$ cat src/adio_defines.svh
// Register offsets, field positions, reset values and timing counts.
// Assumes a 10 MHz pclk and an APB slave with 32-bit data.
`ifndef ADIO_DEFINES_SVH
`define ADIO_DEFINES_SVH

`define ADIO_OFF_SYSTEM_CONTROL_REG      12'h000
`define ADIO_OFF_SYSTEM_STATUS_REG     12'h004
`define ADIO_OFF_AMUX        12'h008
`define ADIO_OFF_HALL        12'h00C
`define ADIO_OFF_RSTAT       12'h010
`define ADIO_OFF_MODE        12'h014

`define ADIO_AMUX_RESET      8'h00
`define ADIO_SLEW_RESET      2'h1

// analog_mux_control fields
`define ADIO_SS_LSB          0
`define ADIO_CSSEL_LSB       4
`define ADIO_CURRENT_SOURCE_ON_BIT        6
`define ADIO_CSA_BIT         7

// Source select codes
`define ADIO_SS_HS_LAST      4'h6
`define ADIO_SS_TEMP         4'h8
`define ADIO_SS_AIN          4'hA
`define ADIO_SS_CAL          4'hB

// Wake filter time in ns and the derived cycle count (least time, ceil)
`define ADIO_CLK_NS          100
`define ADIO_WAKE_FILT_NS    30000
`define ADIO_WAKE_FILT_CYC   ((`ADIO_WAKE_FILT_NS + `ADIO_CLK_NS - 1) / `ADIO_CLK_NS)
// Current-limit shutdown delay in ns and cycles (least time, ceil)
`define ADIO_CL_DELAY_NS     100000
`define ADIO_CL_DELAY_CYC    ((`ADIO_CL_DELAY_NS + `ADIO_CLK_NS - 1) / `ADIO_CLK_NS)

`endif

$ cat src/adio_pkg.sv
// Types shared by the analog die I/O control block.
// Assumes adio_defines.svh holds the numbers.
package adio_pkg;
  typedef enum logic [1:0] {
    ADIO_RUN   = 2'b00,
    ADIO_STOP  = 2'b01,
    ADIO_SLEEP = 2'b10
  } adio_pmode_t;

  typedef enum logic [1:0] {
    ADIO_WK_IDLE = 2'b00,
    ADIO_WK_LOW  = 2'b01,
    ADIO_WK_ARM  = 2'b10
  } adio_wk_state_t;
endpackage

$ cat src/adio_sync_if.sv
// Carrier for one synchronised pin and its change pulse.
// Assumes a single pclk domain.
`timescale 1ns/1ps
`default_nettype none
interface adio_sync_if;
  logic level;
  logic change;
  modport src (output level, output change);
  modport dst (input level, input change);
endinterface
`default_nettype wire

$ cat src/adio_sync.sv
// Three-stage pin synchroniser with change detect.
// Assumes an asynchronous pin input and an active low reset.
`timescale 1ns/1ps
`default_nettype none
module adio_sync #(
  parameter logic RESET_VAL = 1'b1
) (
  // System
  input  wire logic  pclk,
  input  wire logic  presetn,
  // Pin and result
  input  wire logic  pin,
  adio_sync_if.src   out
);
  logic [2:0] stage;
  logic       held;

  always_ff @(posedge pclk or negedge presetn) begin
    if (!presetn) begin
      stage <= {3{RESET_VAL}};
      held  <= RESET_VAL;
    end else begin
      stage <= {stage[1:0], pin};
      if (stage[1] == stage[2]) begin
        held <= stage[2];
      end
    end
  end

  // Stages two and three agree on a new value
  assign out.change = (stage[1] == stage[2]) && (stage[2] != held);
  assign out.level  = held;
endmodule // adio_sync
`default_nettype wire

$ cat src/adio_top.sv
// Analog die I/O control: bus transceiver, analog mux, hall and wake pins.
// Assumes an APB master on pclk and asynchronous analog-side inputs.
`timescale 1ns/1ps
`default_nettype none
`include "adio_defines.svh"

// Function
// - Set pin wake flag on wake pin change wake-up; write one clears.
// - Two-bit slew select, reset value picks 20 kBit/s setting.
// - Bus transmitter enabled only while power stage on is set.
// - Current limit sets flag; transceiver disabled after fixed delay.
// - Transmit pin low drives bus dominant, high releases recessive.
// - Transmit pin pulled high internally, keeping bus recessive.
// - Receive pin high for recessive bus, low for dominant.
// - Stop/sleep disable transmitter and pull-up; receiver stays active.
// - Stop, irq enabled: long dominant then rise sets bus irq flag.
// - Sleep: long dominant then rise gives wake reset and flag.
// - Four-bit source select routes one of eleven sources out.
// - Reset clears every analog mux control field.
// - Current source needs power stage on, pin selected, source on.
// - Level select picks 40, 120, 320 or 800 uA.
// - Current source halted in stop and sleep modes.
// - Sense gain bit one low amplification, zero high.
// - Hall mode bit zero general input, one hall sensor input.
// - Hall enable powers pin and senses; flag low on high current.
// - Hall overcurrent sets flag and limits pin current.
// - Hall overcurrent flag cleared by writing one or reset.
// - Run mode: hall level change sets hall irq flag.
// - Bus wake flag cleared by writing one.
module adio_top
  import adio_pkg::*;
#(
  parameter int WAKE_FILT_CYC = `ADIO_WAKE_FILT_CYC,
  parameter int CL_DELAY_CYC  = `ADIO_CL_DELAY_CYC
) (
  // APB
  input  wire logic        pclk,
  input  wire logic        presetn,
  input  wire logic        psel,
  input  wire logic        penable,
  input  wire logic        pwrite,
  input  wire logic [11:0] paddr,
  input  wire logic [31:0] pwdata,
  input  wire logic [3:0]  pstrb,
  output logic [31:0]      prdata,
  output logic             pready,
  output logic             pslverr,
  // Transceiver pins
  input  wire logic        txd_pin,
  input  wire logic        txd_driven,
  output logic             rxd_pin,
  input  wire logic        bus_line,
  input  wire logic        bus_cur_limit,
  output logic             bus_drive_low,
  output logic             bus_pullup_on,
  output logic [1:0]       slew_select,
  // Wake pin and events
  input  wire logic        wake_input_pin,
  output logic             bus_irq,
  output logic             wake_reset_req,
  // Analog multiplexer
  output logic [10:0]      mux_source_sel,
  output logic             mux_idle,
  output logic             cur_src_on,
  output logic [1:0]       current_level_select,
  output logic             cur_src_to_cal,
  output logic             sense_gain_select,
  // Hall pin
  input  wire logic        hall_pin,
  input  wire logic        hall_sense_low,
  input  wire logic        hall_overcur,
  output logic             hall_supply_on,
  output logic             hall_cur_limit,
  output logic             hall_pullup_on,
  output logic             hall_irq_flag
);
  import adio_pkg::*;

  // Elaboration check: each counter needs at least one cycle
  if (WAKE_FILT_CYC < 1 || CL_DELAY_CYC < 1) begin : g_bad_count
    $error("adio_top: counts must be at least one");
  end

  // Synchronised pins
  adio_sync_if rx_s ();
  adio_sync_if wk_s ();
  adio_sync_if hp_s ();
  adio_sync_if hs_s ();
  adio_sync_if cl_s ();
  adio_sync_if ho_s ();

  adio_sync #(.RESET_VAL(1'b1)) u_rx (.pclk(pclk), .presetn(presetn),
    .pin(bus_line), .out(rx_s));
  adio_sync #(.RESET_VAL(1'b0)) u_wk (.pclk(pclk), .presetn(presetn),
    .pin(wake_input_pin), .out(wk_s));
  adio_sync #(.RESET_VAL(1'b1)) u_hp (.pclk(pclk), .presetn(presetn),
    .pin(hall_pin), .out(hp_s));
  adio_sync #(.RESET_VAL(1'b0)) u_hs (.pclk(pclk), .presetn(presetn),
    .pin(hall_sense_low), .out(hs_s));
  adio_sync #(.RESET_VAL(1'b0)) u_cl (.pclk(pclk), .presetn(presetn),
    .pin(bus_cur_limit), .out(cl_s));
  adio_sync #(.RESET_VAL(1'b0)) u_ho (.pclk(pclk), .presetn(presetn),
    .pin(hall_overcur), .out(ho_s));

  // Register map (byte offsets, low byte used)
  // 0x00 control: b0 power stage on, b2:1 slew, b3 bus irq enable
  // 0x04 status: b0 current limit W1C, b1 bus irq W1C, b2 shut off
  // 0x08 analog mux control: b3:0 source, b5:4 level, b6 on, b7 gain
  // 0x0C hall: b0 mode, b1 sense, b2 pull-up off, b4 ovc W1C, b5 irq W1C
  //      b6 hall level (RO), b7 wake pin level (RO)
  // 0x10 wake status: b0 bus wake W1C, b1 pin wake W1C
  // 0x14 power mode: 0 run, 1 stop, 2 sleep; 3 refused
  // Registers
  logic        power_stage_on;
  logic [1:0]  slew_reg;
  logic [1:0]  pmode_reg;
  logic        bus_irq_enable;
  logic        bus_current_limit_flag;
  logic        bus_off;
  logic [7:0]  analog_mux_control;
  logic        hall_mode_select;
  logic        hall_sense_enable;
  logic        hall_pullup_dis;
  logic        hall_overcurrent_flag;
  logic        bus_irq_flag;
  logic        bus_wake_flag;
  logic        pin_wake_flag;
  logic        wake_ref;
  logic [31:0] cl_cnt;
  logic [31:0] wk_cnt;
  adio_wk_state_t wk_state;
  adio_wk_state_t next_wk_state;

  // APB decode
  wire         wr_en   = psel && penable && pwrite;
  wire         byte0   = pstrb[0];
  wire         hit_ctl = paddr == `ADIO_OFF_SYSTEM_CONTROL_REG;
  wire         hit_st  = paddr == `ADIO_OFF_SYSTEM_STATUS_REG;
  wire         hit_mux = paddr == `ADIO_OFF_AMUX;
  wire         hit_hal = paddr == `ADIO_OFF_HALL;
  wire         hit_rs  = paddr == `ADIO_OFF_RSTAT;
  wire         hit_md  = paddr == `ADIO_OFF_MODE;
  wire         mapped  = hit_ctl | hit_st | hit_mux | hit_hal | hit_rs
                         | hit_md;
  wire         w_ctl   = wr_en && hit_ctl && byte0;
  wire         w_mux   = wr_en && hit_mux && byte0;
  wire         w_hal   = wr_en && hit_hal && byte0;
  wire         w_rs    = wr_en && hit_rs && byte0;
  wire         w_md    = wr_en && hit_md && byte0;
  wire         w_st    = wr_en && hit_st && byte0;
  // Write-one-clear strobes
  wire         clr_cl  = w_st && pwdata[0];
  wire         clr_bi  = w_st && pwdata[1];
  wire         clr_ho  = w_hal && pwdata[4];
  wire         clr_hi  = w_hal && pwdata[5];
  wire         clr_bw  = w_rs && pwdata[0];
  wire         clr_pw  = w_rs && pwdata[1];

  assign pready  = 1'b1;
  assign pslverr = psel && penable && !mapped;

  // Power modes
  adio_pmode_t pmode;
  assign pmode = adio_pmode_t'(pmode_reg);
  wire         in_run   = pmode == ADIO_RUN;
  wire         low_pwr  = (pmode == ADIO_STOP) || (pmode == ADIO_SLEEP);

  // Transceiver
  wire         txd_eff  = txd_driven ? txd_pin : 1'b1;
  wire         tx_en    = power_stage_on && !low_pwr && !bus_off;
  assign bus_drive_low = tx_en && !txd_eff;
  assign bus_pullup_on = !low_pwr;
  assign slew_select   = slew_reg;

  // Source code to one-hot select, nothing for unused codes
  function automatic logic [10:0] src_onehot(input logic [3:0] code);
    logic [10:0] v;
    v = 11'h000;
    if (code <= 4'h6) begin
      v[code] = 1'b1;
    end else if (code >= 4'h8 && code <= 4'hB) begin
      v[code - 4'h1] = 1'b1;
    end
    return v;
  endfunction

  // Analog mux
  wire [3:0]   ss      = analog_mux_control[`ADIO_SS_LSB +: 4];
  wire         ss_used = (ss <= `ADIO_SS_HS_LAST)
                         || (ss >= `ADIO_SS_TEMP && ss <= `ADIO_SS_CAL);
  assign mux_source_sel = ss_used ? src_onehot(ss) : 11'h000;
  assign mux_idle       = !ss_used;
  wire         cs_pin  = (ss == `ADIO_SS_AIN) || (ss == `ADIO_SS_CAL);
  assign cur_src_on = power_stage_on && cs_pin && !low_pwr
                      && analog_mux_control[`ADIO_CURRENT_SOURCE_ON_BIT];
  assign current_level_select =
    analog_mux_control[`ADIO_CSSEL_LSB +: 2];
  assign cur_src_to_cal    = ss == `ADIO_SS_CAL;
  assign sense_gain_select = analog_mux_control[`ADIO_CSA_BIT];

  // Hall pin
  assign hall_supply_on = hall_mode_select && hall_sense_enable;
  assign hall_cur_limit = hall_supply_on && ho_s.level;
  assign hall_pullup_on = !hall_mode_select && !hall_pullup_dis;
  // In hall mode the level flag reads high while sensing is off; in general input mode it follows the pin
  wire         hall_level_flag = hall_mode_select
                 ? !(hall_supply_on && hs_s.level)
                 : hp_s.level;
  wire         hall_chg = hall_mode_select ? hs_s.change && hall_supply_on
                                           : hp_s.change;
  assign rxd_pin = rx_s.level;

  // Bus wake filter: dominant long enough, then rising edge
  wire         wk_fire = wk_state == ADIO_WK_ARM && rx_s.level;
  always_comb begin
    next_wk_state = wk_state;
    case (wk_state)
      ADIO_WK_IDLE: begin
        if (low_pwr && !rx_s.level) next_wk_state = ADIO_WK_LOW;
      end
      ADIO_WK_LOW: begin
        if (!low_pwr || rx_s.level) next_wk_state = ADIO_WK_IDLE;
        else if (wk_cnt >= 32'(WAKE_FILT_CYC)) next_wk_state = ADIO_WK_ARM;
      end
      ADIO_WK_ARM: begin
        if (!low_pwr || rx_s.level) next_wk_state = ADIO_WK_IDLE;
      end
      default: next_wk_state = ADIO_WK_IDLE;
    endcase
  end

  wire         stop_wk  = wk_fire && pmode == ADIO_STOP && bus_irq_enable;
  wire         sleep_wk = wk_fire && pmode == ADIO_SLEEP;
  wire         pin_wk   = low_pwr && wk_s.level != wake_ref;
  assign bus_irq        = bus_irq_flag && bus_irq_enable;
  assign wake_reset_req = sleep_wk || (pmode == ADIO_SLEEP && pin_wk);
  // Only a wake that is taken returns the block to run mode
  wire         wake_any = stop_wk || sleep_wk || pin_wk;

  always_ff @(posedge pclk or negedge presetn) begin
    if (!presetn) begin
      wk_state <= ADIO_WK_IDLE;
      wk_cnt   <= 32'h00000000;
    end else begin
      wk_state <= next_wk_state;
      wk_cnt   <= (next_wk_state == ADIO_WK_LOW) ? wk_cnt + 32'h1
                                                 : 32'h00000000;
    end
  end

  // Current limit shutdown timer
  // Count restarts whenever the limit or the enable drops
  always_ff @(posedge pclk or negedge presetn) begin
    if (!presetn) begin
      cl_cnt  <= 32'h00000000;
      bus_off <= 1'b0;
    end else begin
      cl_cnt  <= (cl_s.level && tx_en) ? cl_cnt + 32'h1 : 32'h00000000;
      if (cl_cnt >= 32'(CL_DELAY_CYC)) bus_off <= 1'b1;
      else if (!power_stage_on) bus_off <= 1'b0;
    end
  end

  // Control registers
  always_ff @(posedge pclk or negedge presetn) begin
    if (!presetn) begin
      power_stage_on     <= 1'b0;
      slew_reg           <= `ADIO_SLEW_RESET;
      bus_irq_enable     <= 1'b0;
      pmode_reg          <= 2'h0;
      analog_mux_control <= `ADIO_AMUX_RESET;
      hall_mode_select   <= 1'b0;
      hall_sense_enable  <= 1'b0;
      hall_pullup_dis    <= 1'b0;
      wake_ref           <= 1'b0;
    end else begin
      if (w_ctl) begin
        power_stage_on <= pwdata[0];
        slew_reg       <= pwdata[2:1];
        bus_irq_enable <= pwdata[3];
      end
      if (w_md && pwdata[1:0] != 2'h3) pmode_reg <= pwdata[1:0];
      else if (wake_any) pmode_reg <= 2'h0;
      if (w_mux) analog_mux_control <= pwdata[7:0];
      if (w_hal) begin
        hall_mode_select  <= pwdata[0];
        hall_sense_enable <= pwdata[1];
        hall_pullup_dis   <= pwdata[2];
      end
      // Pin level latched in run; a change in stop or sleep wakes
      if (!low_pwr) wake_ref <= wk_s.level;
    end
  end

  // Sticky flags: set wins over write-one clear
  always_ff @(posedge pclk or negedge presetn) begin
    if (!presetn) begin
      bus_current_limit_flag <= 1'b0;
      hall_overcurrent_flag  <= 1'b0;
      hall_irq_flag          <= 1'b0;
      bus_irq_flag           <= 1'b0;
      bus_wake_flag          <= 1'b0;
      pin_wake_flag          <= 1'b0;
    end else begin
      bus_current_limit_flag <= (cl_s.level && tx_en)
        || (bus_current_limit_flag && !clr_cl);
      hall_overcurrent_flag <= (ho_s.level && hall_supply_on)
        || (hall_overcurrent_flag && !clr_ho);
      hall_irq_flag <= (in_run && hall_chg)
        || (hall_irq_flag && !clr_hi);
      bus_irq_flag <= stop_wk
        || (bus_irq_flag && !clr_bi);
      bus_wake_flag <= sleep_wk
        || (bus_wake_flag && !clr_bw);
      pin_wake_flag <= pin_wk
        || (pin_wake_flag && !clr_pw);
    end
  end

  // Read mux
  always_comb begin
    prdata = 32'h00000000;
    if (psel && !pwrite) begin
      if (hit_ctl) prdata[3:0] = {bus_irq_enable, slew_reg, power_stage_on};
      if (hit_st)  prdata[2:0] = {bus_off, bus_irq_flag,
                                  bus_current_limit_flag};
      if (hit_mux) prdata[7:0] = analog_mux_control;
      if (hit_hal) prdata[7:0] = {wk_s.level, hall_level_flag,
                                  hall_irq_flag, hall_overcurrent_flag,
                                  1'b0, hall_pullup_dis, hall_sense_enable,
                                  hall_mode_select};
      if (hit_rs)  prdata[1:0] = {pin_wake_flag, bus_wake_flag};
      if (hit_md)  prdata[1:0] = pmode_reg;
    end
  end
endmodule // adio_top
`default_nettype wire

$ cat config.mk
export PLATFORM = sky130hd
export DESIGN_NAME = adio_top
export DESIGN_NICKNAME = d
export VERILOG_FILES = /design/src/adio_pkg.sv /design/src/adio_sync_if.sv /design/src/adio_sync.sv /design/src/adio_top.sv
export VERILOG_INCLUDE_DIRS = /design/src
export SDC_FILE = /design/constraint.sdc
export NUM_CORES = 1
export LEC_CHECK = 0
export BUFFER_PORTS_ARGS = -buffer_cell sky130_fd_sc_hd__buf_2
export CAP_MARGIN = 40
export CORE_MARGIN = 2
export CORE_UTILIZATION = 25
export CTS_BUF_LIST = sky130_fd_sc_hd__clkbuf_8
export DETAILED_ROUTE_END_ITERATION = 8
export PLACE_DENSITY_LB_ADDON = 0.08
export SLEW_MARGIN = 20
export SYNTH_ARGS = -nofsm -noshare
export SYNTH_HDL_FRONTEND = slang
export SYNTH_SLANG_ARGS = --single-unit
$ cat constraint.sdc
create_clock -name pclk -period 3.5 [get_ports pclk]
set_input_delay 0.175 -clock pclk [delete_from_list [all_inputs] [get_ports pclk]]
set_output_delay 0.175 -clock pclk [all_outputs]
set_load 0.03 [all_outputs]
==> results by group <==
Clock tree
  • Clock sinks: 115
  • CTS Buf Count: 17
  • CTS tree: done
  • Worst-path clk slew: 80 ps
  • Max clock buf depth: 2
  • Post-cts resize count: 0
  • Hold_buf cts: 12
  • Clk root buf: clkbuf_8
  • Clk_lat worst skew: 430 ps
  • Buffers inserted by post-CTS timing repair: 0
  • Deepest level of the CTS H-tree: 4

Placed design
  • IO Port Bufs: 70
  • Placed Cells: 979
  • Routability cong.: 0.778
  • Placed instance area: 6820 µm²
  • Detailed placer's ending HPWL: 10800 µm

Run status
  • Outcome: completed

Logic synthesis
  • Cells after synthesis: 615
  • Syn. warnings: 0
  • Post-synth EDFFs: 0
  • Post-synthesis sequential area ratio: 0.466
  • Most common flop cell mapped by yosys: dfrtp_1
  • Syn avg cell area: 10.1 µm²
  • Mapped Area: 6200 µm²
  • Netlist cell types: 58
  • Ys async rst share: 1.00
  • Seq cells post-synth: 115

Timing
  • Final min period: 2570 ps
  • Final Skew: 10.9 ps
  • Count of final setup violators: 0
  • Hold_ws: 45.6 ps
  • Max Clock Freq: 389 MHz
  • Final hold vios: 0
  • Period utilization: 0.734
  • Slew Viols, Final: 0
  • RSZ-0062 raised after global routing: no
  • Worst Tran Pin Value: 649 ps
  • TNS Setup: 0 ps
  • Slew headroom: 0.567

Power
  • Power Dens Cells: 416 nW/µm²
  • LEAKAGE: 2.89 nW
  • Worst vdd ir: 0.187 mV

Final layout
  • Post-layout nets: 754
  • Area Growth Syn to Fin: 18.2%
  • Flip-flop and latch area: 2890 µm²
  • Top Registers: cl_cnt (32), wk_cnt (32), analog_mux_control (8)
  • Post-Layout Inst Area: 7320 µm²
  • Area of the multi-input gates: 3000 µm²
  • Most frequent cells in the layout: 106 x dfrtp_1, 69 x buf_2, 38 x nand2_1
  • Final Non-Filler Cells: 1023
  • Filler cells: 2534
  • Most common cell after layout, fill and taps aside: dfrtp_1
  • Ant. Diodes: 0
  • Layout cells sized above 1: 0.212

Critical path
  • Max stage delay on crit path: 770 ps
  • Critical path fanouts, max: 18
  • Slowest-stage cell, CP: or4_1
  • CP cell instances: ha_1 -> nand3_1 -> or4_1 -> or4_1 -> a221oi_1
  • WP data required: 3830 ps
  • Most frequent cell on the critical path: or4_1
  • Startpoint Class: flip-flop
  • Endpoint class of the critical path: flip-flop
  • WS Path Type: flip-flop to flip-flop
  • Worst EP arrival: 2900 ps

Floorplan
  • FP Rows: 57
  • Die width: 161 µm
  • Core box area: 24300 µm²
  • Starting Density: 0.255
  • IO Count: 123
  • DIE HEIGHT: 161 µm
  • Area of the die: 26100 µm²

Detailed routing
  • Vias: 4912
  • Final wirelength: 15500 µm
  • Detailed router's first-iteration violation count: 219
  • Via density: 4.80
  • DR DRC count: 0
  • Wirelength per Cell: 15.1 µm
  • First-pass DRT Iterations: 5
  • Antenna violation net count after detailed routing: 0

Flow run
  • MaxCap Viol Count: 0

Global route
  • Vias in the first global route: 4823
  • Grt ovf: 0
  • Global-route wire length before repair: 25600 µm
  • Overall routing resource usage: 0.123
  • Largest net degree at the start of global routing: 51
  • Initial antenna violation count: 0

Hold path
  • Min-Delay Path Class: primary input to flip-flop
## logic make-up after synthesis
family | after synthesis | synth area share
compound gates | 99 | 0.117
flops | 115 | 0.466
fa+ha+maj | 13 | 0.0238
xor+xnor | 25 | 0.0353
other cells | 2 | 0.00121
mux | 34 | 0.0622
buf+inv | 79 | 0.0670
simple gates | 248 | 0.228
## area by class of cell
type	count	share of cell area
Clock buffer	17	0.0320
Clock inverter	15	0.0198
Timing Repair Buffer	90	0.0793
Multi-Input combinational cell	444	0.410
Inverter	18	0.00923
Sequential cell	115	0.395
Tap cell	324	0.0554
## routing by layer
metal | track usage | vias to the layer above | wire length (µm)
li1 | - | 2394 | -
met1 | 0.168 | 2436 | 7510
met2 | 0.192 | 74 | 7300
met5 | 0 | - | 0
met3 | 0.0300 | 8 | 493
met4 | 0.0377 | 0 | 146
## final timing paths
path                               start               endpoint  slack (ps)  cells after the start
max                            wk_cnt[0]             wk_cnt[26]         930                      5
min                            pwdata[2]         slew_select[1]          50                      2
max reg2reg                    wk_cnt[0]             wk_cnt[26]         930                      5
min reg2reg                u_rx.stage[0]          u_rx.stage[1]         350                      0
max in group asynchronous        presetn              wk_cnt[3]        2350                      4
min in group asynchronous        presetn  analog_mux_control[2]         180                      2
## through the flow
stage | power, mW | util | worst slack (ps)
after floorplan | 1.72 | - | 1100
after global routing | 3.23 | 0.301 | 718
final | 3.04 | 0.301 | 929
after global placement | 1.86 | 0.278 | 987
after CTS | 3.12 | 0.301 | 885
after detailed placement | 1.87 | 0.281 | 913
## worst max-delay path, delay by kind of cell (launching register included)
| kind | cells | cell delay (ps) |
|---|---|---|
| fa+ha+maj | 1 | 230 |
| simple gates | 3 | 1530 |
| compound gates | 1 | 280 |
| flops | 1 | 440 |
## Yosys cell counts (all sizes together), types with 4 or more instances
master,instances,share of area
dfrtp,106,0.43
a211oi,16,0.019
nand4,18,0.021
ha,7,0.014
a221oi,18,0.027
mux2i,16,0.026
nand2,38,0.023
a21o,4,0.0050
or3,13,0.013
xor2,10,0.014
o31ai,19,0.023
nand2b,17,0.017
nor2b,4,0.0040
nor4,28,0.029
maj3,6,0.0097
or4,22,0.027
and3,4,0.0040
o21ai,12,0.0097
dfstp,9,0.038
a21oi,16,0.013
xnor2,15,0.021
nor2,34,0.021
inv,18,0.011
nor3,17,0.015
clkbuf,27,0.016
nand3,30,0.024
buf,34,0.040
and4,11,0.016
and2,4,0.0040
mux2,16,0.029
## report_power, final
part	switching, mW	leakage [nW]	total, mW	internal (mW)
logic	0.305	1.18	0.428	0.123
registers	0.0371	1.53	1.42	1.38
clock network	0.622	0.185	1.20	0.579
total	0.963	2.89	3.04	2.08
Power figures use the tool's default switching activity.
